<file path="src/hw/lmpc_defines.svh">
// Constants of the lamp output control block.
// Assumes a 25 MHz device clock and word-aligned AXI4-Lite access.
`ifndef LMPC_DEFINES_SVH
`define LMPC_DEFINES_SVH
`define LMPC_CLK_HZ 25000000
`define LMPC_AW 10
`define LMPC_IDX_CTRL 8'h1b
`define LMPC_IDX_FUNC 8'h1c
`define LMPC_IDX_XSTR 8'h1e
`define LMPC_IDX_STAT 8'h1f
`define LMPC_BIT_PAIR_ML 15
`define LMPC_BIT_PAIR_LH 14
`define LMPC_BIT_EXT_LOW 13
`define LMPC_BIT_DUR_HI 3
`define LMPC_BIT_DUR_LO 2
`define LMPC_BIT_DIS 1
`define LMPC_BIT_STR_EN 0
`define LMPC_CTRL_WMASK 16'hfc0f
`define LMPC_CTRL_RST 16'h0001
`define LMPC_FUNC_RST 16'h210a
`define LMPC_XSTR_RST 9'h000
`define LMPC_T32_MS 32
`define LMPC_T64_MS 64
`define LMPC_T104_MS 104
`define LMPC_STEP_MS 4
`define LMPC_BLINK_MS 100
`define LMPC_CODE_ON 4'he
`define LMPC_CODE_OFF 4'hf
`define LMPC_DUR_PROG 2'h3
`define LMPC_SPD_10 2'h0
`define LMPC_SPD_100 2'h1
`define LMPC_SPD_1000 2'h2
`define LMPC_RESP_OKAY 2'h0
`define LMPC_RESP_SLVERR 2'h2
`define LMPC_CW 26
`endif

</file>
<file path="src/hw/lmpc_pkg.sv">
// Types of the lamp output control block.
// Assumes lmpc_defines.svh on the include path.
`include "lmpc_defines.svh"
package lmpc_pkg;
  typedef enum logic [1:0] {
    SP_W0 = 2'b00,
    SP_W1 = 2'b01,
    SP_W2 = 2'b10,
    SP_DONE = 2'b11
  } lmpc_strap_t;

  typedef struct packed {
    logic awv;
    logic [`LMPC_AW-1:0] awa;
    logic wv;
    logic [15:0] wd;
    logic [1:0] ws;
    logic bvalid;
    logic [1:0] bresp;
    logic rvalid;
    logic [15:0] rdata;
    logic [1:0] rresp;
    logic [15:0] ctrl;
    logic [15:0] func;
    logic [8:0] xstr;
    logic [2:0][`LMPC_CW-1:0] scnt;
    logic [`LMPC_CW-1:0] bcnt;
    logic blink;
    logic sync1;
    logic sync2;
    lmpc_strap_t sp;
    logic [3:0] lamps;
  } lmpc_state_t;
endpackage

</file>
<file path="src/hw/lmpc_top.sv">
// Lamp output control: register slave, event stretching, decode, pairing.
// Assumes status inputs come from logic on aclk; the strap pin is asynchronous.
//
// The AXI4-Lite register port was decided locally.
`timescale 1ns/1ns
`default_nettype none
`include "lmpc_defines.svh"
module lmpc_top #(
  parameter int T32_CYC = int'(64'(`LMPC_T32_MS) * `LMPC_CLK_HZ / 1000),
  parameter int T64_CYC = int'(64'(`LMPC_T64_MS) * `LMPC_CLK_HZ / 1000),
  parameter int T104_CYC = int'(64'(`LMPC_T104_MS) * `LMPC_CLK_HZ / 1000),
  parameter int STEP_CYC = int'(64'(`LMPC_STEP_MS) * `LMPC_CLK_HZ / 1000),
  parameter int BLINK_CYC = int'(64'(`LMPC_BLINK_MS) * `LMPC_CLK_HZ / 1000)
) (
  // Clock and reset
  input wire logic aclk,
  input wire logic aresetn,
  // AXI4-Lite write
  input wire logic [`LMPC_AW-1:0] s_axi_awaddr,
  input wire logic s_axi_awvalid,
  output logic s_axi_awready,
  input wire logic [31:0] s_axi_wdata,
  input wire logic [3:0] s_axi_wstrb,
  input wire logic s_axi_wvalid,
  output logic s_axi_wready,
  output logic [1:0] s_axi_bresp,
  output logic s_axi_bvalid,
  input wire logic s_axi_bready,
  // AXI4-Lite read
  input wire logic [`LMPC_AW-1:0] s_axi_araddr,
  input wire logic s_axi_arvalid,
  output logic s_axi_arready,
  output logic [31:0] s_axi_rdata,
  output logic [1:0] s_axi_rresp,
  output logic s_axi_rvalid,
  input wire logic s_axi_rready,
  // Line status
  input wire logic link_up,
  input wire logic [1:0] speed,
  input wire logic full_duplex,
  input wire logic tx_active,
  input wire logic rx_active,
  input wire logic collision,
  // Strap pin
  input wire logic lamp_config_strap,
  // Lamp outputs
  output logic lamp_low_speed,
  output logic lamp_mid_speed,
  output logic lamp_high_speed,
  output logic lamp_link_activity
);
  lmpc_pkg::lmpc_state_t s_q;
  lmpc_pkg::lmpc_state_t s_d;
  logic [2:0] ev;
  logic [2:0] str;
  logic [3:0] raw;
  logic [3:0] outv;
  logic sp10;
  logic sp100;
  logic sp1000;
  logic act;
  logic [`LMPC_CW-1:0] len;
  logic [15:0] rd_val;
  logic rd_hit;
  localparam logic [15:0] CTRL_WMASK = `LMPC_CTRL_WMASK;

  assign ev = {collision, rx_active, tx_active};
  assign sp10 = link_up && (speed == `LMPC_SPD_10);
  assign sp100 = link_up && (speed == `LMPC_SPD_100);
  assign sp1000 = link_up && (speed == `LMPC_SPD_1000);
  assign act = str[0] | str[1];

  // Stretch length from the duration field
  always_comb begin
    case (s_q.ctrl[`LMPC_BIT_DUR_HI:`LMPC_BIT_DUR_LO])
      2'h0: len = `LMPC_CW'(T32_CYC);
      2'h1: len = `LMPC_CW'(T64_CYC);
      2'h2: len = `LMPC_CW'(T104_CYC);
      default: len = `LMPC_CW'(int'(s_q.xstr) * STEP_CYC);
    endcase
  end

  // Stretched events
  always_comb begin
    for (int i = 0; i < 3; i++) begin
      str[i] = ev[i] | (s_q.ctrl[`LMPC_BIT_STR_EN] && (s_q.scnt[i] != '0));
    end
  end

  function automatic logic decode(input logic [3:0] c, input logic ext);
    logic r;
    r = 1'b0;
    if (!ext) begin
      case (c)
        4'h0: r = sp1000;
        4'h1: r = sp100;
        4'h2: r = sp10;
        4'h3: r = sp1000 | (sp100 & s_q.blink);
        4'h4: r = link_up;
        4'h5: r = str[0];
        4'h6: r = str[1];
        4'h7: r = act;
        4'h8: r = full_duplex;
        4'h9: r = str[2];
        4'ha: r = link_up & (!act | s_q.blink);
        4'hb: r = link_up & (!str[1] | s_q.blink);
        4'hc: r = full_duplex & (!str[1] | s_q.blink);
        4'hd: r = s_q.blink;
        `LMPC_CODE_ON: r = 1'b1;
        `LMPC_CODE_OFF: r = 1'b0;
        default: r = 1'b0;
      endcase
    end else begin
      case (c)
        4'h0: r = sp10 | sp100;
        4'h1: r = sp100 | sp1000;
        4'h2: r = sp10 | sp1000;
        4'h3: r = sp100 & (!act | s_q.blink);
        4'h4: r = (sp10 | sp100) & (!act | s_q.blink);
        4'h5: r = (sp100 | sp1000) & (!act | s_q.blink);
        default: r = 1'b0;
      endcase
    end
    return r;
  endfunction

  // Lamp index 0 low, 1 mid, 2 high, 3 link
  always_comb begin
    for (int i = 0; i < 4; i++) begin
      raw[i] = decode(s_q.func[(3-i)*4 +: 4], s_q.ctrl[`LMPC_BIT_EXT_LOW-i]);
    end
    outv[1] = raw[1];
    outv[0] = raw[0] & !(s_q.ctrl[`LMPC_BIT_PAIR_ML] & raw[1]);
    outv[3] = raw[3];
    outv[2] = raw[2] & !(s_q.ctrl[`LMPC_BIT_PAIR_LH] & raw[3]);
  end

  // Read mux
  always_comb begin
    rd_hit = 1'b1;
    case (s_axi_araddr[`LMPC_AW-1:2])
      `LMPC_IDX_CTRL: rd_val = s_q.ctrl & `LMPC_CTRL_WMASK;
      `LMPC_IDX_FUNC: rd_val = s_q.func;
      `LMPC_IDX_XSTR: rd_val = {7'h00, s_q.xstr};
      `LMPC_IDX_STAT: rd_val = {4'h0, s_q.lamps, 4'h0, s_q.blink, str};
      default: begin
        rd_val = 16'h0000;
        rd_hit = 1'b0;
      end
    endcase
  end

  always_comb begin
    s_d = s_q;
    // Write channel capture
    if (s_axi_awvalid && s_axi_awready) begin
      s_d.awv = 1'b1;
      s_d.awa = s_axi_awaddr;
    end
    if (s_axi_wvalid && s_axi_wready) begin
      s_d.wv = 1'b1;
      s_d.wd = s_axi_wdata[15:0];
      s_d.ws = s_axi_wstrb[1:0];
    end
    if (s_q.awv && s_q.wv && !s_q.bvalid) begin
      s_d.awv = 1'b0;
      s_d.wv = 1'b0;
      s_d.bvalid = 1'b1;
      s_d.bresp = `LMPC_RESP_OKAY;
      case (s_q.awa[`LMPC_AW-1:2])
        `LMPC_IDX_CTRL: begin
          for (int b = 0; b < 2; b++) begin
            if (s_q.ws[b]) begin
              s_d.ctrl[b*8 +: 8] = s_q.wd[b*8 +: 8] & CTRL_WMASK[b*8 +: 8];
            end
          end
        end
        `LMPC_IDX_FUNC: begin
          for (int b = 0; b < 2; b++) begin
            if (s_q.ws[b]) begin
              s_d.func[b*8 +: 8] = s_q.wd[b*8 +: 8];
            end
          end
        end
        `LMPC_IDX_XSTR: begin
          if (s_q.ws[0]) begin
            s_d.xstr[7:0] = s_q.wd[7:0];
          end
          if (s_q.ws[1]) begin
            s_d.xstr[8] = s_q.wd[8];
          end
        end
        `LMPC_IDX_STAT: ;
        default: s_d.bresp = `LMPC_RESP_SLVERR;
      endcase
    end
    if (s_q.bvalid && s_axi_bready) begin
      s_d.bvalid = 1'b0;
    end
    // Read channel
    if (s_q.rvalid && s_axi_rready) begin
      s_d.rvalid = 1'b0;
    end
    if (s_axi_arvalid && s_axi_arready) begin
      s_d.rvalid = 1'b1;
      s_d.rdata = rd_val;
      s_d.rresp = rd_hit ? `LMPC_RESP_OKAY : `LMPC_RESP_SLVERR;
    end
    // Strap capture after release
    s_d.sync1 = lamp_config_strap;
    s_d.sync2 = s_q.sync1;
    case (s_q.sp)
      lmpc_pkg::SP_W0: s_d.sp = lmpc_pkg::SP_W1;
      lmpc_pkg::SP_W1: s_d.sp = lmpc_pkg::SP_W2;
      lmpc_pkg::SP_W2: begin
        s_d.sp = lmpc_pkg::SP_DONE;
        s_d.ctrl[`LMPC_BIT_EXT_LOW] = s_q.sync2;
        s_d.ctrl[`LMPC_BIT_DIS] = s_q.sync2;
      end
      default: s_d.sp = lmpc_pkg::SP_DONE;
    endcase
    // Event stretch counters
    for (int i = 0; i < 3; i++) begin
      if (ev[i]) begin
        s_d.scnt[i] = len;
      end else if (s_q.scnt[i] != '0) begin
        s_d.scnt[i] = s_q.scnt[i] - `LMPC_CW'(1);
      end
    end
    // Blink timebase
    if (s_q.bcnt >= `LMPC_CW'(BLINK_CYC - 1)) begin
      s_d.bcnt = '0;
      s_d.blink = !s_q.blink;
    end else begin
      s_d.bcnt = s_q.bcnt + `LMPC_CW'(1);
    end
    // Output stage
    s_d.lamps = s_q.ctrl[`LMPC_BIT_DIS] ? 4'h0 : outv;
  end

  always_ff @(posedge aclk) begin
    if (!aresetn) begin
      s_q <= '0;
      s_q.ctrl <= `LMPC_CTRL_RST;
      s_q.func <= `LMPC_FUNC_RST;
      s_q.xstr <= `LMPC_XSTR_RST;
      s_q.sp <= lmpc_pkg::SP_W0;
    end else begin
      s_q <= s_d;
    end
  end

  assign s_axi_awready = !s_q.awv && !s_q.bvalid;
  assign s_axi_wready = !s_q.wv && !s_q.bvalid;
  assign s_axi_bvalid = s_q.bvalid;
  assign s_axi_bresp = s_q.bresp;
  assign s_axi_arready = !s_q.rvalid;
  assign s_axi_rvalid = s_q.rvalid;
  assign s_axi_rresp = s_q.rresp;
  assign s_axi_rdata = {16'h0000, s_q.rdata};
  assign lamp_low_speed = s_q.lamps[0];
  assign lamp_mid_speed = s_q.lamps[1];
  assign lamp_high_speed = s_q.lamps[2];
  assign lamp_link_activity = s_q.lamps[3];
endmodule
`default_nettype wire

</file>
<file path="config.mk">
export PLATFORM = sky130hd
export DESIGN_NAME = lmpc_top
export DESIGN_NICKNAME = d
export VERILOG_FILES = /design/src/hw/lmpc_pkg.sv /design/src/hw/lmpc_top.sv
export VERILOG_INCLUDE_DIRS = /design/src /design/src/hw
export SDC_FILE = /design/constraint.sdc
export NUM_CORES = 1
export LEC_CHECK = 0
export ABC_AREA = 1
export BUFFER_PORTS_ARGS = -buffer_cell sky130_fd_sc_hd__buf_2
export CORE_ASPECT_RATIO = 1.2
export CORE_UTILIZATION = 56
export CTS_BUF_LIST = sky130_fd_sc_hd__clkbuf_4 sky130_fd_sc_hd__clkbuf_8
export DETAILED_ROUTE_END_ITERATION = 10
export GPL_TIMING_DRIVEN = 0
export PLACE_DENSITY = 0.82
export SYNTH_ARGS = -nofsm -noshare
export SYNTH_HDL_FRONTEND = slang
export SYNTH_SLANG_ARGS = --single-unit
</file>
<file path="constraint.sdc">
create_clock -name aclk -period 3.56 [get_ports aclk]
set_input_delay 0.89 -clock aclk [delete_from_list [all_inputs] [get_ports aclk]]
set_output_delay 0.89 -clock aclk [all_outputs]
set_load 0.02 [all_outputs]
</file>
==> results of run 1 <==
-- critical path: cells and delay by family (launching register included) --
family          cells  cell delay, ns
compound gates      7            1.01
flops               1            0.39
buf+inv             4            0.27
fa+ha+maj           5            1.85
simple gates        2            0.20
-- what timing repair did --
| item | in CTS | in global routing |
|---|---|---|
| resized for setup | 69 | 16 |
| endpoints found under the hold margin | 0 | 0 |
| setup buffers | 15 | 2 |
| pin swaps | 30 | 12 |
| endpoints found under the setup margin | 42 | 39 |
-- path summary, 6_finish.rpt --
kind	from	depth (start not counted)	slack, ns	end
setup / recovery	s_q[115]$_SDFFE_PN0P_	18	-0.26	s_q[109]$_SDFFE_PN0P_
hold / removal	s_d[6]$_SDFF_PN0_	2	0.44	s_q[6]$_SDFF_PN0_
setup reg to reg	s_q[115]$_SDFFE_PN0P_	18	-0.26	s_q[109]$_SDFFE_PN0P_
hold reg to reg	s_d[6]$_SDFF_PN0_	2	0.44	s_q[6]$_SDFF_PN0_
-- final cells by class --
class | count | area (um2)
Clock buffer | 17 | 234
Clock inverter | 15 | 164
Fill cell | 1854 | 7260
Sequential cell | 196 | 3950
Tap cell | 270 | 338
Multi-Input combinational cell | 1226 | 7150
Timing Repair Buffer | 91 | 510
Inverter | 226 | 851
Buffer | 80 | 440
-- per-layer routing --
layer | global-route usage | part of all wire | routed length [um] | vias to the layer above
li1 | - | - | - | 5837
met1 | 0.368 | 0.40 | 13600 | 5451
met2 | 0.546 | 0.49 | 16500 | 467
met3 | 0.0509 | 0.064 | 2160 | 117
met4 | 0.185 | 0.051 | 1740 | 0
met5 | 0 | 0 | 0 | -
-- cells by family after synthesis --
family	synth area share
compound gates	0.169
flops	0.329
mux	0.000838
simple gates	0.262
buf+inv	0.108
fa+ha+maj	0.0945
other cells	0.000314
xor+xnor	0.0367
-- report_power, final --
group          switching [W]  leakage [nW]  internal, W
clock               0.000935         0.193     0.000528
combinational       0.000463          4.43     0.000240
sequential         0.0000827          1.61      0.00229
-- placed cells by master (no fill, tap or decap), drive strengths merged, types with 5 or more instances in the layout --
cell type    n
nand2      295
nor2       259
inv        228
dfxtp      196
a21oi      142
o21ai      133
buf        131
nand3       66
ha          63
clkbuf      57
nor3        38
xor2        36
nand4       27
conb        22
fa          17
o22ai       15
xnor2       14
nor4        12
clkinv      11
a211oi      10
o211ai      10
a31oi       10
nor3b        6
a2111oi      5
-- per-stage QoR --
stage / setup TNS, ns / hold slack (ns)
after floorplan: -0.0346 / 0.390
after global placement: -14.33 / 0.411
after detailed placement: -16.59 / 0.420
after CTS: -1.63 / 0.441
after global routing: -9.58 / 0.462
final: -4.28 / 0.437
==> reports/qor.yml, run 1 <==
timing:
  clock.fmax_ghz: 0.262
  worst_pin_slew_ns: 1.04
  setup_viol: 32
  fin_ws_ns: -0.255
  max_slew_margin: 0.304
  grt_setup_unrepaired: "yes"
  drv_slew: 0
  finalCriticalPeriod_ns: 3.82
  finalHoldViolations: 0
  finClkSkew_ns: 0.0152
  fin_crit_sh: 1.07
synthesis:
  yosysSeqAreaShare: 0.329
  synth_edf_count: 0
  ys_warn_count: 0
  ys_ff_latch: 196
  synth_top_area_cell: "dfxtp_1"
  synth.avg_cell_area_um2: 7.00
  yosys-top-cells-area: "dfxtp_1, nand2_1, nor2_1"
  async_flop_share: 0
  ys.flop_type: "dfxtp_1"
  synthTopCellsByCount: "nand2_1, nor2_1, inv_1, dfxtp_1, a21oi_1"
  ys_types: 57
  synth_most_common_cell: "nand2_1"
  synthCells: 1707
  netlist_area_um2: 11900
  synth_top_area_frac: 0.329
critical_path:
  setup.worst_path.start_class: "flop"
  max_stage_delay_ns: 0.48
  crit_type: "flop to flop"
  cp_max_fo: 5
  required_ns: 3.98
  path_cells: "ha_4, inv_2, fa_1, ha_1, inv_2, fa_1, inv_2, fa_2, a21oi_2, nor2_1, nor2_2, o21ai_2, a21oi_2, o21ai_2, a21oi_2, o21ai_4, buf_12, o21bai_1"
  arrival_ns: 4.24
  cp_slowest_cell: "fa_1"
  endpoint_kind: "flop"
power_and_ir_drop:
  power_density_nw_per_um2: 332
  p_total_w: 0.00454
  peakVddDrop_mv: 0.310
  leakagePower_nw: 6.23
routing:
  wl_per_cell_um: 16.0
  drtIter0Drc: 1189
  via_per_inst: 5.60
  dr_total_vias: 11872
  drc_errors: 0
  wirelength_um: 34000
  drt_pass1_iterations: 5
  drtAntennaViolNets: 0
finish:
  top_register: "s_q"
  fin_cells: 2121
  area_growth_pct: 14.2
  largest_reg_flops: 171
  design_area_um2: 13600
  final_layout_size_suffix_gt1_frac: 0.142
  finalNetCount: 1989
  n_antenna_cell: 0
  utilization: 0.653
floorplanning:
  die_h_um: 162
  core_um2: 20900
  io_pins: 116
  die_x_um: 135
  rows: 58
  die_area_um2: 21900
  initial_utilization: 0.571
grt:
  grt_overflow: 0
  grt_max_degree: 21
  antenna_found_initial: 0
  grt_pass1_vias: 11163
  grt_pass1_wl_um: 54200
  gr-usage-all-layers: 0.317
place:
  dpl_worst_slack_ns: -0.678
  routabilityCongestion: 0.992
  post-dp-hpwl_um: 25600
  port-buffer-count: 74
  dp.cells: 2072
  dpl_cell_area_um2: 12800
min_path:
  hold_path_class: "flop to flop"
clock_network:
  cts.sinks: 196
  postCtsHoldBufs: 0
  clkLatencyLatePin_ns: 0.49
  clockBufferDepth: 2
  clk_pin_slew_ns: 0.12
  cts_inserted_buffers: 17
  cts_max_level: 4
  clockRootBuffer: "clkbuf_8"
  cts_tree: "yes"
run_status:
  failed_checks: "negative setup slack"
  status: "finished, violations left"
run:
  maxCapViolCount: 0
Power figures use the tool's default switching activity.
==> run 2: changes to the inputs <==
- ABC_AREA: 1 -> default
- clock period: 3.56 -> 3.1 ns (I/O delays scaled with it)
==> reports/qor.yml, run 2 <==
min_path:
  hold_path_class: "input port to flop"
  min_path_cells: 2
  hp-start: "s_axi_rready"
  holdPathEnd: "s_axi_rvalid$_SDFFE_PN0P_"
timing:
  fin_ws_ns: -1.05
  finalHoldViolations: 0
  worst_pin_slew_ns: 1.07
  fin_crit_sh: 1.34
  setup_viol: 45
  drv_slew: 0
  grt_setup_unrepaired: "yes"
  clock.fmax_ghz: 0.241
  max_slew_margin: 0.284
  finClkSkew_ns: 0.0266
  fin_setup_tns_ns: -35.07
  holdWs_ns: 0.453
  finalCriticalPeriod_ns: 4.15
power_and_ir_drop:
  intPower_w: 0.00366
  leakagePower_nw: 6.28
  p_switching_w: 0.00187
  seq_power_share: 0.494
  switching_share: 0.338
  power_density_nw_per_um2: 384
  p_comb_frac: 0.162
  peakVddDrop_mv: 0.267
  p_clk_frac: 0.344
critical_path:
  endpoint_kind: "flop"
  reg2reg_from: "s_q[114]$_SDFFE_PN0P_"
  crit_type: "flop to flop"
  arrival_ns: 4.52
  required_ns: 3.47
  path_cells: "inv_2, ha_4, inv_4, fa_1, ha_1, inv_1, fa_1, inv_2, buf_4, buf_6, ha_4, a211oi_2, o21ai_1, a31oi_1, nor2b_1, o21ai_1, mux2i_1, nor2_2, a21oi_1"
  crit_buf_inv: 6
  cp_slowest_cell: "fa_1"
  cp_max_fo: 4
  setup.worst_path.start_class: "flop"
  max_stage_delay_ns: 0.49
  critPathTopFamily: "adder cells"
  r2r_setup_slack_ns: -1.05
  reg2reg_depth: 19
  reg2reg_to: "s_q[54]$_SDFFE_PN0P_"
routing:
  drtAntennaViolNets: 0
  drtIter0Drc: 1233
  via_per_inst: 6.14
  drc_errors: 0
  wirelength_um: 36700
  drt_pass1_iterations: 6
  wl_per_cell_um: 19.2
  dr_total_vias: 11717
run_status:
  status: "finished, violations left"
  failed_checks: "negative setup slack"
grt:
  grt_overflow: 0
  grt_pass1_vias: 10932
  met2_usage: 0.524
  grt_pass1_wl_um: 55400
  gr-usage-all-layers: 0.322
  met1_usage: 0.405
  grt_max_degree: 26
  antenna_found_initial: 0
  grt_use_met3: 0.0565
  top_usage_layer: "met2"
synthesis:
  ys_warn_count: 0
  synth_most_common_cell: "nor2_1"
  yosys.area_share.adder: 0.0946
  synth_xor_area_frac: 0.0683
  netlist_area_um2: 11900
  synth_top_area_frac: 0.329
  ys_types: 88
  synthSimpleGateAreaFrac: 0.230
  synthTopCellsByCount: "nor2_1, dfxtp_1, nand2_1, a21oi_1, ha_1"
  ys.flop_type: "dfxtp_1"
  synth_top_family_by_area: "simple AND/OR/NAND/NOR gates"
  async_flop_share: 0
  synth.avg_cell_area_um2: 8.18
  ys_ff_latch: 196
  synth_top_area_cell: "dfxtp_1"
  synth_compound_area_frac: 0.158
  synth_mux_area_frac: 0.0534
  synthCells: 1459
  yosys-top-cells-area: "dfxtp_1, ha_1, nor2_1"
  synth_edf_count: 0
  yosysSeqAreaShare: 0.329
clock_network:
  clockRootBuffer: "clkbuf_8"
  cts_max_level: 4
  clk_pin_slew_ns: 0.12
  cts_inserted_buffers: 17
  cts.sinks: 196
  clockBufferDepth: 2
  cts_tree: "yes"
  clkLatencyLatePin_ns: 0.51
floorplanning:
  die_x_um: 135
  core_um2: 20900
  die_h_um: 162
  die_area_um2: 21900
  initial_utilization: 0.571
  rows: 58
  io_pins: 116
finish:
  final_layout_size_suffix_gt1_frac: 0.219
  top_register: "s_q"
  finalNetCount: 1777
  final_common_cell: "nor2_1"
  n_antenna_cell: 0
  regArea_um2: 3960
  fillers: 1565
  multiInputGateArea_um2: 8020
  area_growth_pct: 20.7
  largest_reg_flops: 171
  mostFrequentLayoutCells: "nor2_1, dfxtp_1, nand2_1"
place:
  post-dp-hpwl_um: 24800
  routabilityCongestion: 0.960
  port-buffer-count: 72
run:
  maxCapViolCount: 0
run 2: changes by cell type after synthesis, moves of 17 or more:
cell	before	now
nand2_1	287	143
nor3_1	32	51
clkbuf_1	40	57
o21ai_0	128	41
nor2_1	246	198
xnor2_1	14	42
mux2i_1	1	58
inv_1	219	56
a21oi_1	142	99
nand3_1	64	33
run 2: worst max-delay path by stage:
| stage | depth (start not counted) | endpoint | from |
|---|---|---|---|
| 6_report | 19 | s_q[54]$_SDFFE_PN0P_ | s_q[114]$_SDFFE_PN0P_ |
| 5_1_grt | 13 | s_q[59]$_SDFFE_PN0P_ | s_q[117]$_SDFFE_PN0P_ |
| 4_1_cts | 14 | s_q[59]$_SDFFE_PN0P_ | s_q[121]$_SDFFE_PN0P_ |
| 3_5_place_dp | 15 | s_q[53]$_SDFFE_PN0P_ | s_q[113]$_SDFFE_PN0P_ |
| 3_3_place_gp | 15 | s_q[105]$_SDFFE_PN0P_ | s_q[113]$_SDFFE_PN0P_ |
| 2_1_floorplan | 17 | s_q[79]$_SDFFE_PN0P_ | s_q[114]$_SDFFE_PN0P_ |
run 2: area by class of cell:
| type | instances | area share |
|---|---|---|
| Clock buffer | 17 | 0.0162 |
| Timing Repair Buffer | 128 | 0.0560 |
| Multi-Input combinational cell | 1119 | 0.557 |
| Buffer | 108 | 0.0410 |
| Inverter | 56 | 0.0148 |
| Tap cell | 270 | 0.0234 |
| Sequential cell | 196 | 0.275 |
| Clock inverter | 15 | 0.0167 |
run 2: power by group through the flow:
stage	clock network, W	logic [W]	registers (W)
floorplan	0	0.000599	0.00276
detailed placement	0	0.000790	0.00278
global placement	0	0.000775	0.00278
global route	0.00200	0.000969	0.00275
finish	0.00190	0.000895	0.00273
CTS	0.00190	0.000830	0.00273
run 2: routing by layer:
layer  routed length [um]  part of all wire
met5                    0                 0
met4                 1980             0.054
met3                 3090             0.084
met2                17000              0.46
met1                14600              0.40
run 2: what timing repair did:
action | CTS | global route
resized for setup | 68 | 51
buffers inserted | 33 | 26
pin swaps | 35 | 38
endpoints found under the setup margin | 56 | 55
hold buffers | 0 | 0
run 2: cell families after synthesis:
logic type / after synthesis
AO/OA/AOI/OAI: 286
XOR/XNOR: 93
adder cells (fa/ha/maj): 80
buffers and inverters: 165
flip-flops: 196
multiplexers: 63
other: 1
AND/OR/NAND/NOR: 575
run 2: metrics by stage:
stage	setup slack, ns	utilization	instance area [um2]	power, W	cells
final	-1.05	0.689	14400	0.00553	1909
after global routing	-1.10	0.689	14400	0.00572	1909
after CTS	-0.850	0.672	14000	0.00546	1887
after detailed placement	-1.37	0.621	13000	0.00357	1822
after global placement	-1.32	0.621	13000	0.00355	1822
after floorplan	-0.598	-	12300	0.00336	1480
